File: src/wdg_pkg.sv
// Shared constants, register map and state type of the watchdog timer.
package wdg_pkg;

  // ****************************************************************
  // Bus widths and responses
  // ****************************************************************
  localparam int ADDR_W = 12;
  localparam int DATA_W = 32;
  localparam int STRB_W = 4;
  localparam logic [1:0] AXI_RESP_OKAY = 2'h0;
  localparam logic [1:0] AXI_RESP_SLVERR = 2'h2;

  // ****************************************************************
  // Register byte offsets
  // ****************************************************************
  localparam logic [ADDR_W-1:0] WDG_OFS_RELOAD = 12'h000;
  localparam logic [ADDR_W-1:0] WDG_OFS_COUNT = 12'h004;
  localparam logic [ADDR_W-1:0] WDG_OFS_CONTROL = 12'h008;
  localparam logic [ADDR_W-1:0] WDG_OFS_IRQ_CLEAR = 12'h00C;
  localparam logic [ADDR_W-1:0] WDG_OFS_RAW = 12'h010;
  localparam logic [ADDR_W-1:0] WDG_OFS_MASKED = 12'h014;
  localparam logic [ADDR_W-1:0] WDG_OFS_LOCK = 12'hC00;
  localparam logic [ADDR_W-1:0] WDG_OFS_TEST_CTRL = 12'hF00;
  localparam logic [ADDR_W-1:0] WDG_OFS_TEST_OUT = 12'hF04;

  // ****************************************************************
  // Field positions, reset values and key
  // ****************************************************************
  localparam int WDG_BIT_IRQ_EN = 0;
  localparam int WDG_BIT_RST_EN = 1;
  localparam int WDG_BIT_TEST_RESET = 0;
  localparam int WDG_BIT_TEST_IRQ = 1;
  localparam logic [DATA_W-1:0] WDG_RELOAD_RST = 32'hFFFFFFFF;
  localparam logic [DATA_W-1:0] WDG_COUNT_RST = 32'hFFFFFFFF;
  localparam logic [DATA_W-1:0] WDG_UNLOCK_KEY = 32'h1ACCE551;
  localparam logic WDG_LOCK_RST = 1'b0;
  localparam logic [STRB_W-1:0] WDG_FULL_STRB = 4'hF;

  // ****************************************************************
  // Counter states
  // ****************************************************************
  typedef enum logic [1:0] {
    WDG_ST_IDLE = 2'b00,
    WDG_ST_RUN = 2'b01,
    WDG_ST_HALT = 2'b10
  } wdg_state_t;

endpackage : wdg_pkg

File: src/wdg_reg_if.sv
// Register access channel between the bus slave and the register core.
`timescale 1ns/1ps
interface wdg_reg_if;
  import wdg_pkg::*;
  logic wr_en;
  logic [ADDR_W-1:0] wr_addr;
  logic [DATA_W-1:0] wr_data;
  logic [STRB_W-1:0] wr_strb;
  logic wr_err;
  logic rd_en;
  logic [ADDR_W-1:0] rd_addr;
  logic [DATA_W-1:0] rd_data;
  logic rd_err;

  modport bus (
    output wr_en, wr_addr, wr_data, wr_strb, rd_en, rd_addr,
    input wr_err, rd_data, rd_err
  );
  modport regs (
    input wr_en, wr_addr, wr_data, wr_strb, rd_en, rd_addr,
    output wr_err, rd_data, rd_err
  );
endinterface : wdg_reg_if

File: src/wdg_axil.sv
// AXI4-Lite slave front end that turns bus transfers into register strobes.
`timescale 1ns/1ps
module wdg_axil (
  // Clock and reset
  input wire logic aclk,
  input wire logic aresetn,
  // Write address and data
  input wire logic [wdg_pkg::ADDR_W-1:0] s_axi_awaddr,
  input wire logic s_axi_awvalid,
  output logic s_axi_awready,
  input wire logic [wdg_pkg::DATA_W-1:0] s_axi_wdata,
  input wire logic [wdg_pkg::STRB_W-1:0] s_axi_wstrb,
  input wire logic s_axi_wvalid,
  output logic s_axi_wready,
  // Write response
  output logic [1:0] s_axi_bresp,
  output logic s_axi_bvalid,
  input wire logic s_axi_bready,
  // Read address and data
  input wire logic [wdg_pkg::ADDR_W-1:0] s_axi_araddr,
  input wire logic s_axi_arvalid,
  output logic s_axi_arready,
  output logic [wdg_pkg::DATA_W-1:0] s_axi_rdata,
  output logic [1:0] s_axi_rresp,
  output logic s_axi_rvalid,
  input wire logic s_axi_rready,
  // Register core side
  wdg_reg_if.bus rif
);
  import wdg_pkg::*;

  logic aw_full;
  logic w_full;

  // Address and data are held separately so they may arrive in either order.
  assign s_axi_awready = !aw_full;
  assign s_axi_wready = !w_full;
  assign rif.wr_en = aw_full && w_full && !s_axi_bvalid;
  assign s_axi_arready = !s_axi_rvalid;
  assign rif.rd_en = s_axi_arvalid && s_axi_arready;
  assign rif.rd_addr = s_axi_araddr;
  assign s_axi_rdata = rif.rd_data;

  always_ff @(posedge aclk) begin
    if (!aresetn) begin
      aw_full <= 1'b0;
      rif.wr_addr <= '0;
    end else if (s_axi_awvalid && s_axi_awready) begin
      aw_full <= 1'b1;
      rif.wr_addr <= s_axi_awaddr;
    end else if (rif.wr_en) begin
      aw_full <= 1'b0;
    end
  end

  always_ff @(posedge aclk) begin
    if (!aresetn) begin
      w_full <= 1'b0;
      rif.wr_data <= '0;
      rif.wr_strb <= '0;
    end else if (s_axi_wvalid && s_axi_wready) begin
      w_full <= 1'b1;
      rif.wr_data <= s_axi_wdata;
      rif.wr_strb <= s_axi_wstrb;
    end else if (rif.wr_en) begin
      w_full <= 1'b0;
    end
  end

  always_ff @(posedge aclk) begin
    if (!aresetn) begin
      s_axi_bvalid <= 1'b0;
      s_axi_bresp <= AXI_RESP_OKAY;
    end else if (rif.wr_en) begin
      s_axi_bvalid <= 1'b1;
      s_axi_bresp <= rif.wr_err ? AXI_RESP_SLVERR : AXI_RESP_OKAY;
    end else if (s_axi_bready) begin
      s_axi_bvalid <= 1'b0;
    end
  end

  always_ff @(posedge aclk) begin
    if (!aresetn) begin
      s_axi_rvalid <= 1'b0;
      s_axi_rresp <= AXI_RESP_OKAY;
    end else if (rif.rd_en) begin
      s_axi_rvalid <= 1'b1;
      s_axi_rresp <= rif.rd_err ? AXI_RESP_SLVERR : AXI_RESP_OKAY;
    end else if (s_axi_rready) begin
      s_axi_rvalid <= 1'b0;
    end
  end

endmodule : wdg_axil

File: src/wdg_counter.sv
// The 32-bit watchdog down-counter with load and step controls.
`timescale 1ns/1ps
module wdg_counter (
  // Clock and reset
  input wire logic aclk,
  input wire logic aresetn,
  // Control
  input wire logic load,
  input wire logic [wdg_pkg::DATA_W-1:0] load_value,
  input wire logic step,
  // State
  output logic [wdg_pkg::DATA_W-1:0] count,
  output logic at_zero
);
  import wdg_pkg::*;

  // A load always takes priority over a step in the same cycle.
  always_ff @(posedge aclk) begin
    if (!aresetn) begin
      count <= WDG_COUNT_RST;
    end else if (load) begin
      count <= load_value;
    end else if (step) begin
      count <= count - 32'h00000001;
    end
  end

  assign at_zero = (count == 32'h00000000);

endmodule : wdg_counter

File: src/wdg_top.sv
// Watchdog timer top: register file, lock, expiry logic and reset request.
// What this block does
// - 32-bit down-counter started from reload value.
// - Running counter decrements by one each edge the module clock gate is open.
// - Pending interrupt at zero: request reset, stop.
// - Interrupt clear reloads counter, countdown continues.
// - Writing key to lock register unlocks writes.
// - Locked: writes to other registers ignored.
// - Any non-key lock write locks again.
// - Interrupt enable bit runs watchdog and interrupt.
// - Zero raises interrupt and masked status flag.
// - Any write to clear register clears flag.
// - Reset output disabled: expiry reloads, keeps counting.
// - Reload value is full 32-bit writable field.
// - Counting follows the module clock gate.
// - Lock read returns bit 0, one when locked.
// - Masked status is raw status AND enable.
// - Reload write restarts countdown from new value.
// - Control bit enables reset output to system.
`timescale 1ns/1ps
module wdg_top (
  // Clock and reset
  input wire logic aclk,
  input wire logic aresetn,
  // AXI4-Lite write address and data
  input wire logic [wdg_pkg::ADDR_W-1:0] s_axi_awaddr,
  input wire logic s_axi_awvalid,
  output logic s_axi_awready,
  input wire logic [wdg_pkg::DATA_W-1:0] s_axi_wdata,
  input wire logic [wdg_pkg::STRB_W-1:0] s_axi_wstrb,
  input wire logic s_axi_wvalid,
  output logic s_axi_wready,
  // AXI4-Lite write response
  output logic [1:0] s_axi_bresp,
  output logic s_axi_bvalid,
  input wire logic s_axi_bready,
  // AXI4-Lite read
  input wire logic [wdg_pkg::ADDR_W-1:0] s_axi_araddr,
  input wire logic s_axi_arvalid,
  output logic s_axi_arready,
  output logic [wdg_pkg::DATA_W-1:0] s_axi_rdata,
  output logic [1:0] s_axi_rresp,
  output logic s_axi_rvalid,
  input wire logic s_axi_rready,
  // System side
  input wire logic module_clock_gate,
  output logic wdg_irq,
  output logic wdg_reset_request
);
  import wdg_pkg::*;

  // ****************************************************************
  // Bus slave and counter
  // ****************************************************************
  wdg_reg_if rif ();

  logic [DATA_W-1:0] reload_value;
  logic [DATA_W-1:0] current_count;
  logic [DATA_W-1:0] merged_reload;
  logic irq_enable_bit;
  logic reset_output_enable;
  logic raw_irq_flag;
  logic masked_irq_flag;
  logic write_locked;
  logic reset_pending;
  logic test_mode;
  logic test_irq;
  logic test_reset;
  logic count_zero;
  logic count_load;
  logic count_step;
  logic expire;
  logic expire_reset;
  wdg_state_t state;
  wdg_state_t next_state;
  logic [ADDR_W-1:0] wr_word;
  logic [ADDR_W-1:0] rd_word;
  logic wr_mapped;
  logic wr_allowed;
  logic wr_reload;
  logic wr_control;
  logic irq_clear_write;
  logic wr_lock;
  logic wr_test_ctrl;
  logic wr_test_out;
  logic key_match;

  wdg_axil u_axil (
    .aclk(aclk),
    .aresetn(aresetn),
    .s_axi_awaddr(s_axi_awaddr),
    .s_axi_awvalid(s_axi_awvalid),
    .s_axi_awready(s_axi_awready),
    .s_axi_wdata(s_axi_wdata),
    .s_axi_wstrb(s_axi_wstrb),
    .s_axi_wvalid(s_axi_wvalid),
    .s_axi_wready(s_axi_wready),
    .s_axi_bresp(s_axi_bresp),
    .s_axi_bvalid(s_axi_bvalid),
    .s_axi_bready(s_axi_bready),
    .s_axi_araddr(s_axi_araddr),
    .s_axi_arvalid(s_axi_arvalid),
    .s_axi_arready(s_axi_arready),
    .s_axi_rdata(s_axi_rdata),
    .s_axi_rresp(s_axi_rresp),
    .s_axi_rvalid(s_axi_rvalid),
    .s_axi_rready(s_axi_rready),
    .rif(rif.bus)
  );

  wdg_counter u_counter (
    .aclk(aclk),
    .aresetn(aresetn),
    .load(count_load),
    .load_value(merged_reload),
    .step(count_step),
    .count(current_count),
    .at_zero(count_zero)
  );

  // ****************************************************************
  // Write decode and lock
  // ****************************************************************
  assign wr_word = {rif.wr_addr[ADDR_W-1:2], 2'b00};
  assign rd_word = {rif.rd_addr[ADDR_W-1:2], 2'b00};

  always_comb begin
    case (wr_word)
      WDG_OFS_RELOAD, WDG_OFS_COUNT, WDG_OFS_CONTROL, WDG_OFS_IRQ_CLEAR,
      WDG_OFS_RAW, WDG_OFS_MASKED, WDG_OFS_LOCK, WDG_OFS_TEST_CTRL,
      WDG_OFS_TEST_OUT: wr_mapped = 1'b1;
      default: wr_mapped = 1'b0;
    endcase
  end

  // Only the lock register stays writable while locked, so a runaway program cannot
  // switch the watchdog off.
  assign wr_allowed = rif.wr_en && wr_mapped && (!write_locked || wr_word == WDG_OFS_LOCK);
  assign rif.wr_err = !wr_mapped;
  assign wr_reload = wr_allowed && wr_word == WDG_OFS_RELOAD;
  assign wr_control = wr_allowed && wr_word == WDG_OFS_CONTROL;
  assign irq_clear_write = wr_allowed && wr_word == WDG_OFS_IRQ_CLEAR;
  assign wr_lock = wr_allowed && wr_word == WDG_OFS_LOCK;
  assign wr_test_ctrl = wr_allowed && wr_word == WDG_OFS_TEST_CTRL;
  assign wr_test_out = wr_allowed && wr_word == WDG_OFS_TEST_OUT;
  // A partial write never matches the key, so it locks.
  assign key_match = rif.wr_strb == WDG_FULL_STRB && rif.wr_data == WDG_UNLOCK_KEY;

  always_ff @(posedge aclk) begin
    if (!aresetn) begin
      write_locked <= WDG_LOCK_RST;
    end else if (wr_lock) begin
      write_locked <= !key_match;
    end
  end

  // ****************************************************************
  // Reload value with byte strobes
  // ****************************************************************
  for (genvar b = 0; b < STRB_W; b++) begin : g_merge
    assign merged_reload[8*b+7:8*b] = (wr_reload && rif.wr_strb[b]) ?
      rif.wr_data[8*b+7:8*b] : reload_value[8*b+7:8*b];
  end

  always_ff @(posedge aclk) begin
    if (!aresetn) begin
      reload_value <= WDG_RELOAD_RST;
    end else if (wr_reload) begin
      reload_value <= merged_reload;
    end
  end

  // ****************************************************************
  // Control and test registers
  // ****************************************************************
  always_ff @(posedge aclk) begin
    if (!aresetn) begin
      irq_enable_bit <= 1'b0;
      reset_output_enable <= 1'b0;
    end else if (wr_control && rif.wr_strb[0]) begin
      irq_enable_bit <= rif.wr_data[WDG_BIT_IRQ_EN];
      reset_output_enable <= rif.wr_data[WDG_BIT_RST_EN];
    end
  end

  always_ff @(posedge aclk) begin
    if (!aresetn) begin
      test_mode <= 1'b0;
      test_irq <= 1'b0;
      test_reset <= 1'b0;
    end else begin
      if (wr_test_ctrl && rif.wr_strb[0]) begin
        test_mode <= rif.wr_data[0];
      end
      if (wr_test_out && rif.wr_strb[0]) begin
        test_irq <= rif.wr_data[WDG_BIT_TEST_IRQ];
        test_reset <= rif.wr_data[WDG_BIT_TEST_RESET];
      end
    end
  end

  // ****************************************************************
  // Countdown state machine
  // ****************************************************************
  assign expire = state == WDG_ST_RUN && module_clock_gate && count_zero;
  assign expire_reset = expire && raw_irq_flag && reset_output_enable;
  // Reload on a reload write, a clear write, or an expiry that does not end in reset.
  assign count_load = wr_reload || irq_clear_write || (expire && !expire_reset);
  assign count_step = state == WDG_ST_RUN && module_clock_gate && !count_zero;

  always_comb begin
    next_state = state;
    case (state)
      WDG_ST_IDLE: begin
        if (irq_enable_bit) begin
          next_state = WDG_ST_RUN;
        end
      end
      WDG_ST_RUN: begin
        if (!irq_enable_bit) begin
          next_state = WDG_ST_IDLE;
        end else if (expire_reset) begin
          next_state = WDG_ST_HALT;
        end
      end
      WDG_ST_HALT: begin
        // A halted counter restarts only when software reloads it, writes the clear register or drops the reset enable.
        if (wr_reload || irq_clear_write || !reset_output_enable) begin
          next_state = irq_enable_bit ? WDG_ST_RUN : WDG_ST_IDLE;
        end
      end
      default: begin
        next_state = WDG_ST_IDLE;
      end
    endcase
  end

  always_ff @(posedge aclk) begin
    if (!aresetn) begin
      state <= WDG_ST_IDLE;
    end else begin
      state <= next_state;
    end
  end

  // ****************************************************************
  // Interrupt flag and reset request
  // ****************************************************************
  // An expiry in the same cycle as a clear write keeps the flag set.
  always_ff @(posedge aclk) begin
    if (!aresetn) begin
      raw_irq_flag <= 1'b0;
    end else if (expire) begin
      raw_irq_flag <= 1'b1;
    end else if (irq_clear_write) begin
      raw_irq_flag <= 1'b0;
    end
  end

  assign masked_irq_flag = raw_irq_flag && irq_enable_bit;

  always_ff @(posedge aclk) begin
    if (!aresetn) begin
      reset_pending <= 1'b0;
    end else if (!reset_output_enable) begin
      reset_pending <= 1'b0;
    end else if (expire_reset) begin
      reset_pending <= 1'b1;
    end else if (state == WDG_ST_HALT && next_state != WDG_ST_HALT) begin
      reset_pending <= 1'b0;
    end
  end

  assign wdg_irq = test_mode ? test_irq : masked_irq_flag;
  // Gating by the enable drops the request in the same cycle that software clears the enable.
  assign wdg_reset_request = test_mode ? test_reset : (reset_pending && reset_output_enable);

  // ****************************************************************
  // Read path
  // ****************************************************************
  always_ff @(posedge aclk) begin
    if (!aresetn) begin
      rif.rd_data <= '0;
    end else if (rif.rd_en) begin
      case (rd_word)
        WDG_OFS_RELOAD: rif.rd_data <= reload_value;
        WDG_OFS_COUNT: rif.rd_data <= current_count;
        WDG_OFS_CONTROL: rif.rd_data <= {30'h00000000, reset_output_enable, irq_enable_bit};
        WDG_OFS_RAW: rif.rd_data <= {31'h00000000, raw_irq_flag};
        WDG_OFS_MASKED: rif.rd_data <= {31'h00000000, masked_irq_flag};
        WDG_OFS_LOCK: rif.rd_data <= {31'h00000000, write_locked};
        WDG_OFS_TEST_CTRL: rif.rd_data <= {31'h00000000, test_mode};
        WDG_OFS_TEST_OUT: rif.rd_data <= {30'h00000000, test_irq, test_reset};
        default: rif.rd_data <= '0;
      endcase
    end
  end

  always_comb begin
    case (rd_word)
      WDG_OFS_RELOAD, WDG_OFS_COUNT, WDG_OFS_CONTROL, WDG_OFS_IRQ_CLEAR,
      WDG_OFS_RAW, WDG_OFS_MASKED, WDG_OFS_LOCK, WDG_OFS_TEST_CTRL,
      WDG_OFS_TEST_OUT: rif.rd_err = 1'b0;
      default: rif.rd_err = 1'b1;
    endcase
  end

  // ****************************************************************
  // Checks
  // ****************************************************************
  count_step_a: assert property (@(posedge aclk) disable iff (!aresetn)
    (count_step && !count_load) |=> current_count == $past(current_count) - 32'h00000001)
    else $error("Running counter did not step down by one.");

  halt_reset_a: assert property (@(posedge aclk) disable iff (!aresetn)
    expire_reset |=> (state == WDG_ST_HALT && wdg_reset_request == !test_mode) ##1
    ($stable(current_count) || $past(wr_reload || irq_clear_write)))
    else $error("Second expiry did not halt with a reset request.");

  clear_reload_a: assert property (@(posedge aclk) disable iff (!aresetn)
    (irq_clear_write && !expire) |=> (current_count == reload_value && !raw_irq_flag))
    else $error("Clear write did not reload the counter and clear the flag.");

  key_unlock_a: assert property (@(posedge aclk) disable iff (!aresetn)
    (wr_lock && key_match) |=> !write_locked)
    else $error("Key write left the registers locked.");

  locked_ignore_a: assert property (@(posedge aclk) disable iff (!aresetn)
    (write_locked && rif.wr_en && wr_word == WDG_OFS_CONTROL) |=>
    ($stable(irq_enable_bit) && $stable(reset_output_enable)))
    else $error("Control changed while locked.");

  relock_a: assert property (@(posedge aclk) disable iff (!aresetn)
    (rif.wr_en && wr_word == WDG_OFS_LOCK && !key_match) |=> write_locked ##1 write_locked || $past(wr_lock))
    else $error("Non-key lock write did not lock.");

  expire_flag_a: assert property (@(posedge aclk) disable iff (!aresetn)
    expire |=> raw_irq_flag && (masked_irq_flag == irq_enable_bit))
    else $error("Expiry did not raise the interrupt flag.");

  soft_expire_a: assert property (@(posedge aclk) disable iff (!aresetn)
    (expire && !reset_output_enable && !wr_reload) |=> (current_count == reload_value && !wdg_reset_request || test_mode))
    else $error("Expiry without reset enable did not reload.");

  masked_and_a: assert property (@(posedge aclk) disable iff (!aresetn)
    !test_mode |-> wdg_irq == (raw_irq_flag && irq_enable_bit))
    else $error("Interrupt output differs from raw AND enable.");

  reload_restart_a: assert property (@(posedge aclk) disable iff (!aresetn)
    wr_reload |=> current_count == $past(merged_reload))
    else $error("Reload write did not restart the countdown.");

  no_reset_a: assert property (@(posedge aclk) disable iff (!aresetn)
    (!reset_output_enable && !test_mode) |-> !wdg_reset_request)
    else $error("Reset request with reset output disabled.");

endmodule : wdg_top
File: config.mk
export PLATFORM = sky130hd
export DESIGN_NAME = wdg_top
export DESIGN_NICKNAME = d
export VERILOG_FILES = /design/src/wdg_pkg.sv /design/src/wdg_reg_if.sv /design/src/wdg_axil.sv /design/src/wdg_counter.sv /design/src/wdg_top.sv
export SDC_FILE = /design/constraint.sdc
export NUM_CORES = 1
export LEC_CHECK = 0
export BUFFER_PORTS_ARGS = -buffer_cell sky130_fd_sc_hd__buf_2
export CAP_MARGIN = 15
export CORE_AREA = 4 4 147 149
export DETAILED_ROUTE_END_ITERATION = 8
export DIE_AREA = 0 0 151 153
export GPL_ROUTABILITY_DRIVEN = 0
export PLACE_DENSITY_LB_ADDON = 0.25
export RECOVER_POWER = 100
export SETUP_SLACK_MARGIN = 0.1
export SLEW_MARGIN = 20
export SYNTH_ARGS = -nofsm -noshare
export SYNTH_HDL_FRONTEND = slang
export SYNTH_HIERARCHICAL = 1
export SYNTH_SLANG_ARGS = --single-unit
File: constraint.sdc
create_clock -name aclk -period 3.65 [get_ports aclk]
set_clock_uncertainty 0.15 [all_clocks]
set_input_delay 0.1825 -clock aclk [delete_from_list [all_inputs] [get_ports aclk]]
set_output_delay 0.1825 -clock aclk [all_outputs]
set_load 0.005 [all_outputs]
# Yosys cells after proc, flatten, opt, wreduce, memory -nomap -nowiden
# Index checks and enable logic that the tools add are counted.
# W data, S select, Z words.
# totals
ff_bits,162
input_bits,68
out_inout_bits,43
word_cells,129
# op_classes
addsub,1
n_eq_ne,21
muxes,29
n_reduce_logical,57
# ops
op,count
$pmux W32 S8,1
$mux W32,2
$eq A10 B10 Y1 const B,6
$eq A10 B2 Y1 const B,4
$eq A10 B3 Y1 const B,4
$eq A32 B29 Y1 const B,1
$logic_not A32 Y1,1
$mux W8,4
$sub A32 B1 Y32 const B,1
$logic_and A1 B1 Y1,30
$logic_not A12 Y1,2
$eq A10 B1 Y1 const B,2
$reduce_or A9 Y1,2
$mux W1,15
$reduce_bool A2 Y1,7
$mux W2,6
$logic_not A1 Y1,9
$pmux W2 S3,1
$eq A4 B4 Y1 const B,1
$logic_or A1 B1 Y1,4
$eq A2 B1 Y1 const B,1
$eq A2 B2 Y1 const B,1
$logic_not A2 Y1,1
$ne A2 B2 Y1 const B,1
$reduce_and A2 Y1,1

# Logic depth before layout (Yosys ltp)
# depth
word_depth,14
depth_mapped,13
depth_no_buf,11

# By module
# The synthesis kept the hierarchy.
# modules_own_cells
mod,instances,cells_per_inst,area_each_um2,seq_area_each_um2
wdg_top,1,452,3692.3,1481.4
wdg_axil,1,284,2509.9,1081.0
wdg_counter,1,257,2040.7,640.6

# Least setup slack after synthesis
# Ideal clock, no wire load.
# synth_path
path_kind,reg2reg
from,register u_counter/count[15] (netlist name)
to,register u_counter/count[10] (netlist name)
setup_time_ns,0.140
arrival_ns,3.037
required_ns,3.360
setup_slack_ns,0.323
stages_incl_launch_ff,13
path_buffers,4
synth_period_minus_slack_ns,3.327
path_cell_list,dfxtp_1 -> or4_1 -> buf_2 -> or3_1 -> nor3_1 -> and3_1 -> nand4b_1 -> a21oi_1 -> or2_2 -> clkbuf_1 -> clkbuf_1 -> clkbuf_1 -> o211ai_1
# synth_between
elab_chain_len,8
word_cells_on_any_way,11
classes_between,1 x mux; 10 x reduce/logical
# synth_rtl
item,line_no,rtl
start: declaration,wdg_counter.sv:12,"output logic [wdg_pkg::DATA_W-1:0] count,"
start signal: assignment,wdg_counter.sv:22,count <= load_value;
start signal: assignment,wdg_counter.sv:24,count <= count - 32'h00000001;
$logic_not A32 Y1 *,wdg_counter.sv:28,assign at_zero = (count == 32'h00000000);
via count_zero,wdg_top.sv:69,logic count_zero;
$logic_and A1 B1 Y1 *,wdg_top.sv:205,assign expire = state == WDG_ST_RUN && module_clock_gate && count_zero;
$logic_and A1 B1 Y1 (2 in a row),wdg_top.sv:206,assign expire_reset = expire && raw_irq_flag && reset_output_enable;
$logic_not A1 Y1,wdg_top.sv:208,assign count_load = wr_reload || irq_clear_write || (expire && !expire_reset);
$logic_and A1 B1 Y1 *,wdg_top.sv:208,
$logic_or A1 B1 Y1 *,wdg_top.sv:208,
via count_load,wdg_top.sv:70,logic count_load;
$mux W32 or $reduce_bool A2 Y1 (tied branches),--,
# Mark *: on every way through the listed nets, which the timed path passes. The rest lies on a longest branch.
# A chain may end at the register's enable or synchronous reset.

# Worst setup path after layout
# layout_path
from,register u_counter/count[22] (netlist name)
to,register u_counter/count[21] (netlist name)
# Same word-level chain as after synthesis.

==> results.yml <==
floorplanning:
  fp-row-count: 52
  chipWidth_um: 151
  die-area_mm2: 0.0231
  num_io_pins: 111
  start_util_pct: 40.4
  core_area_mm2: 0.0202
  dieHeight_um: 153
critical_path:
  worstSetupEndpointType: "flip-flop"
  reg2reg_to: "u_counter/count[21]"
  ff2ff_setup_slack_ns: 0.34
  worst_ep_required_time_ns: 3.83
  crit_arrival_ns: 3.48
  crit_path_cell_trace: "or4_1, or3_1, nor3_2, and3_1, nand4b_1, a21oi_1, or2_2, clkbuf_1, nor2_1, o311a_1, a311oi_1"
  critPathKind: "reg -> reg"
  ff2ff_path_depth: 11
  critical_path.slowest_cell: "or4_1"
  cp_slowest_stage_delay_ns: 0.63
  critical_path.reg2reg.startpoint: "u_counter/count[22]"
  sort_of_element_at_the_start_of_the_critical_path: "flip-flop"
  crit_fanout: 6
power_and_ir_drop:
  overall_power_uw: 4140
  power_frac_comb_pct: 8.5
  worst_ir_drop_vdd_mv: 0.387
  share_seq_of_total_power_pct: 44.2
  switchingPower_uw: 990
  power.internal_uw: 3150
  power.leakage_uw: 0.00342
  switching_share_pct: 23.9
  powerDensity_mw_per_mm2: 435
  power.clock.fraction_pct: 47.3
worst_hold_path:
  worst_hold_path.endpoint: "rif.rd_data[1]"
  hold_path.class: "in -> reg"
  min_from: "s_axi_araddr[5]"
  min_delay_path_depth: 4
detailed_routing:
  detailedRoute.firstIterationViolations: 533
  drtAntennaViolNets: 0
  drt-wirelength-per-cell_um: 15.9
  vias: 7147
  totalWireLength_um: 21600
  drt_pass1_iterations: 5
  routed_via_density: 5.27
  drc: 0
grt:
  globalRouteTotalUtil_pct: 18.8
  first_global_vias: 6683
  grt_max_degree: 72
  antenna_found_initial: 0
  grt_pass1_wl_um: 35300
  grt_overflow: 0
run:
  drv.max_cap_violation_count: 1
layout:
  design_area_mm2: 0.00951
  drive_above_1_share_pct: 13.0
  diodes: 0
  final_net_count: 1141
  flow.area_growth_from_synthesis_pct: 16.6
timing:
  final_max_slew_viol_count: 25
  min_period_ns: 3.31
  timing_worst_slew_pin_value_ns: 1.71
  max_slew_margin_pct: -13.9
  achievable_frequency_ghz: 0.303
  setup_viol_count_final: 0
  final-hold-violation-count: 0
  portion_of_the_clock_cycle_consumed_by_the_worst_path_in_the_final_layout_pct: 90.6
  rsz0062_at_grt: "no"
  tns_ns: 0
placement:
  dp_hpwl_um: 15600
  postPlaceCellArea_mm2: 0.00853
  port_buffers: 104
cts:
  cts.sinks: 158
  cts-htree-levels: 4
  cts_buffer_depth: 2
  clk_pin_slew_ns: 0.06
  cts_made_buffers: 17
  cts_tree: "yes"
  clk_latency_ns: 0.43
  post-cts-setup-buffer-count: 0
  cts_root_buf: "clkbuf_16"
status:
  violations: "capacitance limit, slew limit"
  outcome: "finished, violations left"
synth:
  synthesis.instances: 983
  synth.avg_cell_area_um2: 8.30
  post_synth_instance_area_mm2: 0.00816
  ys.warnings.count: 6
-- power groups by stage --
stage                     Combinational (uW)  Clock (uW)  Sequential (uW)
after floorplan                          270           0             1850
after global placement                   327           0             1870
after detailed placement                 331           0             1870
after CTS                                375        1990             1830
after global routing                     396        2060             1840
final                                    354        1960             1830
-- repair_timing --
item | 4_1_cts | 5_1_grt
hold buffers | 53 | 0
gates resized for setup | 0 | 2
endpoints found under the setup margin | 0 | 13
endpoints found under the hold margin | 58 | 0
-- area by class of cell --
class / count / area, um2
Multi-Input combinational cell: 692 / 4100
Fill cell: 2048 / 10700
Inverter: 20 / 75.1
Timing Repair Buffer: 183 / 1190
Clock inverter: 13 / 210
Clock buffer: 19 / 433
Sequential cell: 158 / 3160
Tap cell: 270 / 338
-- worst max path at each step --
stage | from | slack (ns) | endpoint
floorplan | u_counter/count[15] | 0.32 | u_counter/count[10]
global placement | u_counter/count[22] | 0.29 | u_counter/count[13]
detailed placement | u_counter/count[22] | 0.23 | u_counter/count[18]
CTS | u_counter/count[22] | 0.22 | u_counter/count[18]
global route | u_counter/count[22] | 0.08 | u_counter/count[31]
finish | u_counter/count[22] | 0.34 | u_counter/count[21]
-- metal layers --
metal,global-route usage (%),vias to the layer above,routed length [um]
li1,-,3658,-
met1,28.8,3249,11200
met2,26.4,213,8780
met3,4.12,27,1280
met4,5.09,0,320
met5,0,-,0
-- metrics by stage --
step                hold WS [ns]  setup slack [ns]  util [%]  std cells
floorplan                  0.170             0.323         -        984
global placement           0.270             0.292      42.3       1270
detailed placement         0.274             0.226      42.3       1270
CTS                      0.00538             0.222      48.1       1355
global route              0.0517            0.0850      47.2       1355
finish                    0.0209             0.345      47.2       1355
-- placed cells by master, fill, tap and decap left out, drive strengths merged, types with 3 or more instances in the layout --
master         n
a22oi         15
buf           95
dlygate4sd3   53
mux2i         25
o211ai         8
nor2          38
clkbuf        54
a21boi        46
nand4         42
xnor2          7
nor3          24
o21a           4
and3           8
nand3         38
or4           13
nor2b         10
a31oi          3
nor4          23
nand2b         8
a311oi         9
and3b          5
or3            9
nand2        192
nor4b          5
bufinv         5
inv           24
o31a           3
nand3b        17
dfxtp        158
xor2           4
o21ai         75
o311a         12
nor4bb         3
or2            3
a21oi          9
-- registers in the layout, summed over array words and instances (netlist names), 2 cells and up --
name / flops
state: 2
u_axil/rif.wr_strb: 4
u_axil/rif.wr_data: 32
rif.rd_data: 32
u_axil/rif.wr_addr: 10
u_counter/count: 32
reload_value: 32
-- critical path: cells and delay by family, from the launching register on --
kind	cells	cell delay, ns
AO/OA/AOI/OAI	3	0.51
buffers and inverters	1	0.24
flip-flops	1	0.36
AND/OR/NAND/NOR	7	1.96
(Power assumes the default switching activity.)
